<file path="src/hdl/mbfr_pkg.sv">
// shared constants of the motor bridge fault response block
package mbfr_pkg;
  // ----------------------------------------------------------------
  // register map
  // ----------------------------------------------------------------
  localparam int          ADDR_W    = 2;
  localparam int          DATA_W    = 16;
  localparam logic [1:0]  REG_CTRL  = 2'h0;
  localparam logic [1:0]  REG_STAT  = 2'h1;
  localparam logic [1:0]  REG_DIAG  = 2'h2;
  localparam logic [15:0] CTRL_RST  = 16'h0000;
  // control bits
  localparam int C_RUN   = 0;
  localparam int C_ESF   = 1;
  localparam int C_RSC   = 2;
  localparam int C_DSR   = 3;
  localparam int C_LRMSK = 4;
  localparam int C_W     = 5;
  // status bits
  localparam int S_SYS   = 0;
  localparam int S_SER   = 1;
  localparam int S_POR   = 2;
  localparam int S_MSUV  = 3;
  localparam int S_LRUV  = 4;
  localparam int S_GRUV  = 5;
  localparam int S_BOOT  = 6;
  localparam int S_TWARN = 7;
  localparam int S_OT    = 8;
  localparam int S_SYNC  = 9;
  localparam int S_VDS   = 10;
  localparam int S_REARM = 11;
  localparam int S_OFF   = 12;
  // diagnostic bits
  localparam int D_MASK  = 0;
  localparam int D_HRST  = 6;
  localparam int D_LREN  = 7;
  // ----------------------------------------------------------------
  // bridge and timing
  // ----------------------------------------------------------------
  localparam int          N_FET        = 6;
  localparam int          DEMAND_W     = 8;
  localparam int unsigned CLK_HZ       = 100_000_000;
  localparam int unsigned HRST_DLY_MS  = 10;
  localparam int unsigned HRST_DLY_CYC = CLK_HZ / 1000 * HRST_DLY_MS;
endpackage

</file>
<file path="src/hdl/mbfr_tmr_if.sv">
// carrier between the fault controller and its host reset timer
`timescale 1ns/1ps
`default_nettype none
interface mbfr_tmr_if;
  logic arm;
  logic done;
  logic busy;
  modport ctrl (output arm, input done, input busy);
  modport tmr  (input arm, output done, output busy);
endinterface
`default_nettype wire

</file>
<file path="src/hdl/mbfr_rst_timer.sv">
// host reset hold timer: holds while armed, then counts a fixed delay
`timescale 1ns/1ps
`default_nettype none
module mbfr_rst_timer #(
  parameter int unsigned DLY_CYC = mbfr_pkg::HRST_DLY_CYC
) (
  // clock and reset
  input  wire logic core_clk,
  input  wire logic rst,
  // controller side
  mbfr_tmr_if.tmr   t
);
  localparam int CW = $clog2(DLY_CYC + 1);
  localparam logic [CW-1:0] LAST = CW'(DLY_CYC - 1);

  typedef enum logic [2:0] {
    MBFR_IDLE  = 3'h1,
    MBFR_HOLD  = 3'h2,
    MBFR_COUNT = 3'h4
  } mbfr_tstate_e;

  mbfr_tstate_e  st_q, st_d;
  logic [CW-1:0] cnt_q, cnt_d;
  logic          done_q, done_d;
  logic          busy_q, busy_d;

  // ----------------------------------------------------------------
  // next state
  // ----------------------------------------------------------------
  always_comb begin
    st_d   = st_q;
    cnt_d  = cnt_q;
    done_d = 1'b0;
    unique case (st_q)
      MBFR_IDLE: begin
        if (t.arm) begin
          st_d = MBFR_HOLD;
        end
      end
      MBFR_HOLD: begin
        cnt_d = '0;
        if (!t.arm) begin
          st_d = MBFR_COUNT;
        end
      end
      MBFR_COUNT: begin
        // a returning condition restarts the whole delay
        if (t.arm) begin
          st_d = MBFR_HOLD;
        end else if (cnt_q == LAST) begin
          st_d   = MBFR_IDLE;
          done_d = 1'b1;
        end else begin
          cnt_d = cnt_q + CW'(1);
        end
      end
      default: begin
        st_d = MBFR_IDLE;
      end
    endcase
    busy_d = (st_d != MBFR_IDLE);
  end

  always_ff @(posedge core_clk) begin
    if (rst) begin
      st_q   <= MBFR_IDLE;
      cnt_q  <= '0;
      done_q <= 1'b0;
      busy_q <= 1'b0;
    end else begin
      st_q   <= st_d;
      cnt_q  <= cnt_d;
      done_q <= done_d;
      busy_q <= busy_d;
    end
  end

  assign t.done = done_q;
  assign t.busy = busy_q;
endmodule
`default_nettype wire

</file>
<file path="src/hdl/mbfr_fault_ctrl.sv">
// fault response controller for a three-phase bridge gate driver
`timescale 1ns/1ps
`default_nettype none
module mbfr_fault_ctrl #(
  parameter int unsigned DLY_CYC  = mbfr_pkg::HRST_DLY_CYC,
  parameter int          DEMAND_W = mbfr_pkg::DEMAND_W
) (
  // clock and reset
  input  wire logic                        core_clk,
  input  wire logic                        rst,
  // register port
  input  wire logic [mbfr_pkg::ADDR_W-1:0] reg_addr,
  input  wire logic [mbfr_pkg::DATA_W-1:0] reg_wdata,
  input  wire logic                        reg_wr,
  input  wire logic                        reg_rd,
  output logic      [mbfr_pkg::DATA_W-1:0] reg_rdata,
  // demand and gate commands
  input  wire logic [DEMAND_W-1:0]         demand,
  input  wire logic [mbfr_pkg::N_FET-1:0]  gate_cmd,
  // fault conditions
  input  wire logic                        sys_err,
  input  wire logic                        serial_err,
  input  wire logic                        main_supply_por,
  input  wire logic                        main_supply_uv,
  input  wire logic                        logic_regulator_uv,
  input  wire logic                        gate_regulator_uv,
  input  wire logic [mbfr_pkg::N_FET-1:0]  boot_uv,
  input  wire logic                        temp_warn,
  input  wire logic                        over_temp,
  input  wire logic                        sync_loss,
  input  wire logic [mbfr_pkg::N_FET-1:0]  vds_ov,
  // outputs
  output logic      [mbfr_pkg::N_FET-1:0]  gate_out,
  output logic                             host_reset_out_n,
  output logic                             logic_regulator_en
);
  localparam int NF = mbfr_pkg::N_FET;
  localparam int DW = mbfr_pkg::DATA_W;

  // ----------------------------------------------------------------
  // state
  // ----------------------------------------------------------------
  logic [mbfr_pkg::C_W-1:0] ctrl_q, ctrl_d;
  logic [DW-1:0] lat_q, lat_d;
  logic [NF-1:0] mask_q, mask_d, cmd_q, gate_q, gate_d;
  logic [DW-1:0] rdata_q, rdata_d;
  logic          hrst_n_q, lren_q;
  logic          stop_on_fault_enable, sync_loss_restart, dsr, lrmsk, run;
  logic          rd_clear, act_clear, dis_all, drive_ok, run_set;
  logic [NF-1:0] part_set, mask_eff;

  mbfr_tmr_if tif ();

  mbfr_rst_timer #(.DLY_CYC(DLY_CYC)) u_tmr (
    .core_clk (core_clk),
    .rst      (rst),
    .t        (tif)
  );

  assign stop_on_fault_enable   = ctrl_q[mbfr_pkg::C_ESF];
  assign sync_loss_restart   = ctrl_q[mbfr_pkg::C_RSC];
  assign dsr   = ctrl_q[mbfr_pkg::C_DSR];
  assign lrmsk = ctrl_q[mbfr_pkg::C_LRMSK];
  assign run   = ctrl_q[mbfr_pkg::C_RUN];

  // the host reset timer stays held while either source persists
  assign tif.arm = (logic_regulator_uv & ~lrmsk) | (over_temp & stop_on_fault_enable);

  // ----------------------------------------------------------------
  // fault response
  // ----------------------------------------------------------------
  always_comb begin
    rd_clear = reg_rd & ~dsr &
               (reg_addr == mbfr_pkg::REG_STAT ||
                reg_addr == mbfr_pkg::REG_DIAG);
    // demand zero and run zero also block drive, so the re-enable
    // step is simply taking them back up
    act_clear = rd_clear | (demand == '0) | ~run;
    run_set = reg_wr && reg_addr == mbfr_pkg::REG_CTRL &&
              reg_wdata[mbfr_pkg::C_RUN];
    ctrl_d = ctrl_q;
    if (reg_wr && reg_addr == mbfr_pkg::REG_CTRL) begin
      ctrl_d = reg_wdata[mbfr_pkg::C_W-1:0];
    end
    lat_d = lat_q;
    // every sticky bit: clear first, so that a set in the same cycle wins
    if (act_clear) begin
      lat_d[mbfr_pkg::S_MSUV]  = 1'b0;
      lat_d[mbfr_pkg::S_BOOT]  = 1'b0;
      lat_d[mbfr_pkg::S_VDS]   = 1'b0;
      lat_d[mbfr_pkg::S_SYNC]  = 1'b0;
      lat_d[mbfr_pkg::S_REARM] = 1'b0;
    end
    if (rd_clear) begin
      lat_d[mbfr_pkg::S_SER] = 1'b0;
    end
    if (run_set) begin
      lat_d[mbfr_pkg::S_SYS] = 1'b0;
    end
    if (tif.done) begin
      lat_d[mbfr_pkg::S_LRUV]  = 1'b0;
      lat_d[mbfr_pkg::S_OT]    = 1'b0;
      lat_d[mbfr_pkg::S_REARM] = 1'b1;
    end
    if (main_supply_uv & ~sync_loss_restart) begin
      lat_d[mbfr_pkg::S_MSUV] = 1'b1;
    end
    if ((|boot_uv) & stop_on_fault_enable) begin
      lat_d[mbfr_pkg::S_BOOT] = 1'b1;
    end
    if ((|vds_ov) & stop_on_fault_enable) begin
      lat_d[mbfr_pkg::S_VDS] = 1'b1;
    end
    if (sync_loss & ~sync_loss_restart) begin
      lat_d[mbfr_pkg::S_SYNC] = 1'b1;
    end
    if (logic_regulator_uv & ~lrmsk) begin
      lat_d[mbfr_pkg::S_LRUV] = 1'b1;
    end
    if (over_temp & stop_on_fault_enable) begin
      lat_d[mbfr_pkg::S_OT] = 1'b1;
    end
    if (serial_err) begin
      lat_d[mbfr_pkg::S_SER] = 1'b1;
    end
    if (sys_err) begin
      lat_d[mbfr_pkg::S_SYS] = 1'b1;
      ctrl_d[mbfr_pkg::C_RUN] = 1'b0;
    end
    // supply por wipes run and every latch; drive needs a new run write
    if (main_supply_por) begin
      lat_d  = '0;
      ctrl_d[mbfr_pkg::C_RUN] = 1'b0;
    end
    // level flags follow their condition
    lat_d[mbfr_pkg::S_POR]   = main_supply_por;
    lat_d[mbfr_pkg::S_GRUV]  = gate_regulator_uv;
    lat_d[mbfr_pkg::S_TWARN] = temp_warn;
    // per-gate masks without stop-on-fault, cleared by next pwm on
    part_set = (boot_uv | vds_ov) & {NF{~stop_on_fault_enable}};
    mask_d   = (mask_q & ~(gate_cmd & ~cmd_q)) | part_set;
    mask_eff = mask_q | part_set;
    dis_all = main_supply_por | gate_regulator_uv |
              lat_q[mbfr_pkg::S_SYS] | lat_q[mbfr_pkg::S_SYNC] |
              (sync_loss & sync_loss_restart) |
              (stop_on_fault_enable & (lat_q[mbfr_pkg::S_MSUV] |
                      lat_q[mbfr_pkg::S_BOOT] | lat_q[mbfr_pkg::S_VDS] |
                      (main_supply_uv & sync_loss_restart))) |
              lat_q[mbfr_pkg::S_LRUV] | lat_q[mbfr_pkg::S_OT] |
              lat_q[mbfr_pkg::S_REARM];
    drive_ok = run & (demand != '0) & ~dis_all;
    gate_d   = drive_ok ? (gate_cmd & ~mask_eff) : '0;
    lat_d[mbfr_pkg::S_OFF] = ~drive_ok;
    rdata_d = '0;
    if (reg_rd) begin
      unique case (reg_addr)
        mbfr_pkg::REG_CTRL: rdata_d = DW'(ctrl_q);
        mbfr_pkg::REG_STAT: rdata_d = lat_q;
        mbfr_pkg::REG_DIAG: begin
          rdata_d[mbfr_pkg::D_MASK +: NF] = mask_q;
          rdata_d[mbfr_pkg::D_HRST]       = hrst_n_q;
          rdata_d[mbfr_pkg::D_LREN]       = lren_q;
        end
        default: rdata_d = '0;
      endcase
    end
  end

  always_ff @(posedge core_clk) begin
    if (rst) begin
      ctrl_q   <= mbfr_pkg::CTRL_RST[mbfr_pkg::C_W-1:0];
      lat_q    <= '0;
      mask_q   <= '0;
      cmd_q    <= '0;
      gate_q   <= '0;
      rdata_q  <= '0;
      hrst_n_q <= 1'b0;
      lren_q   <= 1'b0;
    end else begin
      ctrl_q   <= ctrl_d;
      lat_q    <= lat_d;
      mask_q   <= mask_d;
      cmd_q    <= gate_cmd;
      gate_q   <= gate_d;
      rdata_q  <= rdata_d;
      hrst_n_q <= ~tif.busy;
      lren_q   <= ~lat_q[mbfr_pkg::S_OT];
    end
  end

  assign reg_rdata          = rdata_q;
  assign gate_out           = gate_q;
  assign host_reset_out_n   = hrst_n_q;
  assign logic_regulator_en = lren_q;
endmodule
`default_nettype wire

</file>
<file path="config.mk">
export PLATFORM = sky130hd
export DESIGN_NAME = mbfr_fault_ctrl
export DESIGN_NICKNAME = d
export VERILOG_FILES = /design/src/hdl/mbfr_pkg.sv /design/src/hdl/mbfr_tmr_if.sv /design/src/hdl/mbfr_rst_timer.sv /design/src/hdl/mbfr_fault_ctrl.sv
export SDC_FILE = /design/constraint.sdc
export NUM_CORES = 1
export LEC_CHECK = 0
export ABC_CLOCK_PERIOD_IN_PS = 2600
export BUFFER_PORTS_ARGS = -buffer_cell sky130_fd_sc_hd__buf_4
export CAP_MARGIN = 15
export CORE_MARGIN = 3
export CORE_UTILIZATION = 45
export DETAILED_ROUTE_END_ITERATION = 16
export PLACE_DENSITY = 0.7
export SYNTH_ARGS = -nofsm -noshare
export SYNTH_HDL_FRONTEND = slang
export SYNTH_SLANG_ARGS = --single-unit
</file>
<file path="constraint.sdc">
create_clock -name core_clk -period 2.6 [get_ports core_clk]
set_input_delay 0.13 -clock core_clk [delete_from_list [all_inputs] [get_ports core_clk]]
set_output_delay 0.13 -clock core_clk [all_outputs]
set_load 0.01 [all_outputs]
</file>
**After elaboration in Yosys (flattened, before gate mapping)**

Index checks and enable logic that the tools add are counted.

- Bits in registers: 76
- Bits of input ports: 57
- Output and inout bits: 24
- Word-level logic and storage cells: 131

- Add/sub/neg operators: 1
- Equality and inequality tests: 9
- Mux-type cells: 24
- Bitwise gates (word level): 49
- Reductions and logical operators: 25

Operators by type and width:

| operator | count |
|---|---|
| 20-bit two-way mux | 2 |
| 20-bit case mux with 2 select lines | 1 |
| 6-bit AND | 4 |
| 8-bit case mux with 3 select lines | 1 |
| 20-bit by 1-bit adder with 20-bit output (second input constant) | 1 |
| 20-bit equality test (second input constant) | 1 |
| 2-bit nonzero test | 10 |
| 6-bit NOT | 3 |
| 6-bit OR | 3 |
| 3-bit two-way mux | 5 |
| 1-bit two-way mux | 14 |
| 1-bit OR | 14 |
| 1-bit AND | 13 |
| 1-bit NOT | 12 |
| 6-bit OR reduction | 2 |
| 3-bit case mux with 3 select lines | 1 |
| 3-bit OR reduction | 3 |
| 8-bit logical NOT | 1 |
| 8-bit nonzero test | 1 |
| 2-bit OR reduction | 3 |
| 2-bit inequality test (second input constant) | 2 |
| 3-bit by 1-bit equality test with 1-bit output (second input constant) | 1 |
| 3-bit by 2-bit equality test with 1-bit output (second input constant) | 1 |
| 3-bit equality test (second input constant) | 1 |
| other kinds (7) | 8 |

**Longest topological paths before layout**

- Depth in word-level cells: 12
- Mapped depth: 6
- Mapped depth without buffers: 6

**By module**

Synthesis repeated with hierarchy kept, for this count alone.

- Cells, all modules: 334
- Area total of the unflattened synthesis: 3126.7 um^2

Modules (own cells, without submodules):

| module | times used | cells an instance | area an instance (um^2) | seq. area each (um^2) |
|---|---|---|---|---|
| mbfr_fault_ctrl | 1 | 193 | 1864.3 | 1021.0 |
| mbfr_rst_timer | 1 | 141 | 1262.5 | 500.5 |

**Worst setup path after synthesis**

No wires, ideal clock.

- Path kind: register to register
- From: register u_tmr.cnt_q[15]
- To: register u_tmr.cnt_q[6]
- Arrival time: 1.727 ns
- Data required time: 2.530 ns
- Setup slack: 0.803 ns
- Stages on the path, launching flop included: 7
- Path buffers: 1
- Clock period less this slack: 1.797 ns
- Cells stage by stage: dfxtp_1 > and4bb_1 > and4_4 > a311o_4 > buf_6 > or3_1 > a21oi_1

- Longest elaborated chain between the ends: 3

Ends and longest elaborated chain:

| element | line | RTL |
|---|---|---|
| start: declaration | mbfr_rst_timer.sv:23 | `logic [CW-1:0] cnt_q, cnt_d;` |
| start signal: assignment | mbfr_rst_timer.sv:72 | `cnt_q <= cnt_d;` |
| 20-bit equality test | mbfr_rst_timer.sv:50 | `end else if (cnt_q == LAST) begin` |
| 2-bit inequality test (no source line) | -- |  |
| 3-bit AND reduction (no source line) | -- |  |

No other way between the ends.
A chain may end at the register's enable or synchronous reset.

**Worst setup path after layout**

- From: register u_tmr.cnt_q[7]
- To: register u_tmr.busy_q, in the netlist u_tmr.t.busy

- Longest elaborated chain between the ends: 5

Ends and longest elaborated chain:

| element | line | RTL |
|---|---|---|
| 20-bit equality test | mbfr_rst_timer.sv:50 |  |
| 3-bit two-way mux | mbfr_rst_timer.sv:50 |  |
| 3-bit two-way mux | mbfr_rst_timer.sv:48 | `if (t.arm) begin` |
| 3-bit case mux with 3 select lines | mbfr_rst_timer.sv:34 | `unique case (st_q)` |
| 3-bit by 1-bit inequality test with 1-bit output | mbfr_rst_timer.sv:61 | `busy_d = (st_d != MBFR_IDLE);` |
| end signal: assignment | mbfr_rst_timer.sv:74 | `busy_q <= busy_d;` |
| end: declaration | mbfr_rst_timer.sv:25 | `logic busy_q, busy_d;` |

No other way between the ends.

==> results.md <==
- Highest Clock Rate: 502 MHz
- Port buffer count: 66
- Cts bufs inserted: 9
- Worst-path clk slew: ~0.09 ns
- Final core utilization: about three fifths
- Clock Latency Late Sink: around 0.35 ns
- Post-CTS setup buffers: 0
- Crit path DAT: ~2.2 ns
- Placer Congestion: 0.821
- Die height: just under 90 µm
- Synth top area share: approximately half
- Starting Density: 47.8%
- Final Hold Fails: 0
- Clk buf depth: 2
- Startpoint types: flip-flop
- CTS tree: built
- Commonest non-fill, non-tap cell in the layout: dfxtp_1
- Post-synth EDFFs: 0
- Largest area contributor in the netlist: dfxtp_1
- Part of the cycle the worst path needs: between 70% and 80%
- First-pass GRT wire length: about 12 mm
- Final Setup Violations: 0
- Maximum vdd drop: between 0.3 and 0.4 mV
- Hpwl dp: about 5.3 mm
- Wirelength, routed: 7.31 mm
- Non-Filler Instances: 489
- Total gr overflow: 0
- Num ports: ~80
- Final Max Tran Viols: 0
- Leak pwr: about 1.5 nW
- HP Start: gate_cmd[0]
- Core ar.: ~0.0065 mm²
- Pwr per Cell Area: between 500 and 600 mW/mm²
- Htree depth: 3
- Post-DR wirelength/cell: around 15 µm
- Die area: between 0.007 and 0.008 mm²
- Slew HR: a little over half
- Worst Path Required: between 2 and 3 ns
- Max-cap violations: 0
- Status: finished clean
- Synth Instances: 342
- Register bit total from synthesis: 76
- Critical path type: reg2reg
- Top FF cell, synth: dfxtp_1
- Diodes inserted: 0
- Most frequent cells in the layout: 76 x dfxtp_1, 67 x buf_4, 32 x a21oi_1, 25 x nor2_1, 24 x nand2_1
- Final min period: 1.99 ns
- Row count: 29
- Hold Crit Class: in2reg
- Die width: between 80 and 90 µm
- Drt first pass iters: 5
- Synthesis-to-finish area growth: 22.8%
- Initial antenna violation count: 0
- Nets@finish: ~470
- Via count of the routed design: 2,768
- Worst setup EP type: flip-flop
- Area contributors post-synth: dfxtp_1 49%, a21oi_1 5.1%, or4_1 3.1%
- Largest net degree at the start of global routing: 39
- Max FO, Critical Path: 7
- Async SR Flop Fraction: 0%
- Post-synthesis sequential area ratio: between 40% and 50%
- Total number of yosys warnings: 0
- Vias/cell: approximately 5.7
- Num Clock Sinks: 76
- ANT nets after route: 0
- Share of cells above drive strength 1: between 20% and 30%
- Initial DRC Count: 194
- Gr usage total: a little under a fifth
- Crit path from: u_tmr.cnt_q[7]$_SDFFE_PP0P_
- R2r startpoint: u_tmr.cnt_q[7]$_SDFFE_PP0P_
- Slew @ Worst Pin: ~0.69 ns
- Total power: 2.19 mW
- Clock root buffer: clkbuf_8
- DRC viols: 0
- Mapped Area: roughly 0.0031 mm²
- Average size of a mapped cell: a little over 9 µm²
- Placed Cells: 471
- Vias in the first global route: roughly 2,500
- RSZ-0062 raised after global routing: no
- Setup TNS: 0 ns
- Netlist cell types: 52
- Worst Skew: 0.0114 ns
registers in the layout, indices dropped and copies added (netlist names):
signal,count
logic_regulator_en,1
u_tmr.t.done,1
host_reset_out_n,1
u_tmr.cnt_q,20
gate_out,6
reg_rdata,13
u_tmr.t.busy,1
mask_q,6
ctrl_q,5
u_tmr.st_q,3
cmd_q,6
lat_q,13
area by class of cell:
| class | count | area (µm²) |
|---|---|---|
| Fill cell | 586 | 2700 |
| Sequential cell | 76 | 1520 |
| Multi-Input combinational cell | 241 | 1490 |
| Timing Repair Buffer | 69 | 523 |
| Clock buffer | 10 | 128 |
| Tap cell | 77 | 96.3 |
| Clock inverter | 6 | 41.3 |
| Inverter | 10 | 37.5 |
worst paths after layout:
kind,end,depth (start not counted),slack (ns)
setup reg to reg,u_tmr.t.busy$_SDFF_PP0_,5,0.61
setup / recovery,u_tmr.t.busy$_SDFF_PP0_,5,0.61
hold / removal,cmd_q[0]$_SDFF_PP0_,3,0.01
hold reg to reg,host_reset_out_n$_SDFF_PP0_,1,0.39
critical path: stages (launching register included):
cell      delay [ns]
dfxtp_1         0.36
or4b_2          0.68
nor4_1          0.31
nand2_1         0.16
o21bai_1        0.19
o311ai_0        0.14
synthesized netlist by cell type, types with 2 or more instances:
| master | number |
|---|---|
| a2111oi_0 | 2 |
| a21oi_1 | 32 |
| a222oi_1 | 5 |
| a22oi_1 | 3 |
| and2_1 | 5 |
| and3_1 | 5 |
| and3b_1 | 2 |
| and4b_1 | 7 |
| buf_1 | 3 |
| buf_4 | 3 |
| clkbuf_1 | 10 |
| dfxtp_1 | 76 |
| ha_1 | 5 |
| inv_1 | 10 |
| nand2_1 | 24 |
| nand2b_1 | 5 |
| nand3_1 | 17 |
| nand3b_1 | 2 |
| nand4_1 | 2 |
| nor2_1 | 25 |
| nor2b_1 | 10 |
| nor3_1 | 4 |
| nor4_1 | 5 |
| o211ai_1 | 5 |
| o21ai_0 | 15 |
| o21bai_1 | 7 |
| o31ai_1 | 6 |
| or2_2 | 2 |
| or3_1 | 10 |
| or4_1 | 13 |
power breakdown:
group / switching, mW / leakage (nW) / internal [mW]
registers: 0.0249 / 0.620 / 1.19
logic: 0.0930 / 0.834 / 0.0940
clock network: 0.435 / 0.0783 / 0.344
total: 0.552 / 1.53 / 1.63
cell families after synthesis:
kind of cell | Yosys count | synth area share (%)
other cells | 1 | 0.120
xor+xnor | 1 | 0.280
compound gates | 83 | 17.1
buf+inv | 27 | 3.85
simple gates | 147 | 27.2
fa+ha+maj | 5 | 2.00
mux | 2 | 0.681
flops | 76 | 48.7
per-stage QoR:
stage	area, µm²	setup slack [ns]	hold slack, ns
after floorplan	3130	0.803	0.208
after global placement	3650	0.696	0.304
after detailed placement	3650	0.645	0.309
after CTS	3840	0.628	0.00197
after global routing	3840	0.479	0.0234
final	3840	0.607	0.0104
layer usage:
layer,GRT usage (%),wire [µm],vias up
met2,27.5,3170,62
met3,2.95,324,12
met1,27.3,3670,1307
met4,8.66,140,0
met5,0,0,-
li1,-,-,1387
repair_timing:
| action | in CTS | in global routing |
|---|---|---|
| hold buffers | 2 | 0 |
| hold endpoints to repair | 3 | 0 |
| resized for setup | 0 | 0 |
No activity file was read; power rests on OpenSTA's default activity.
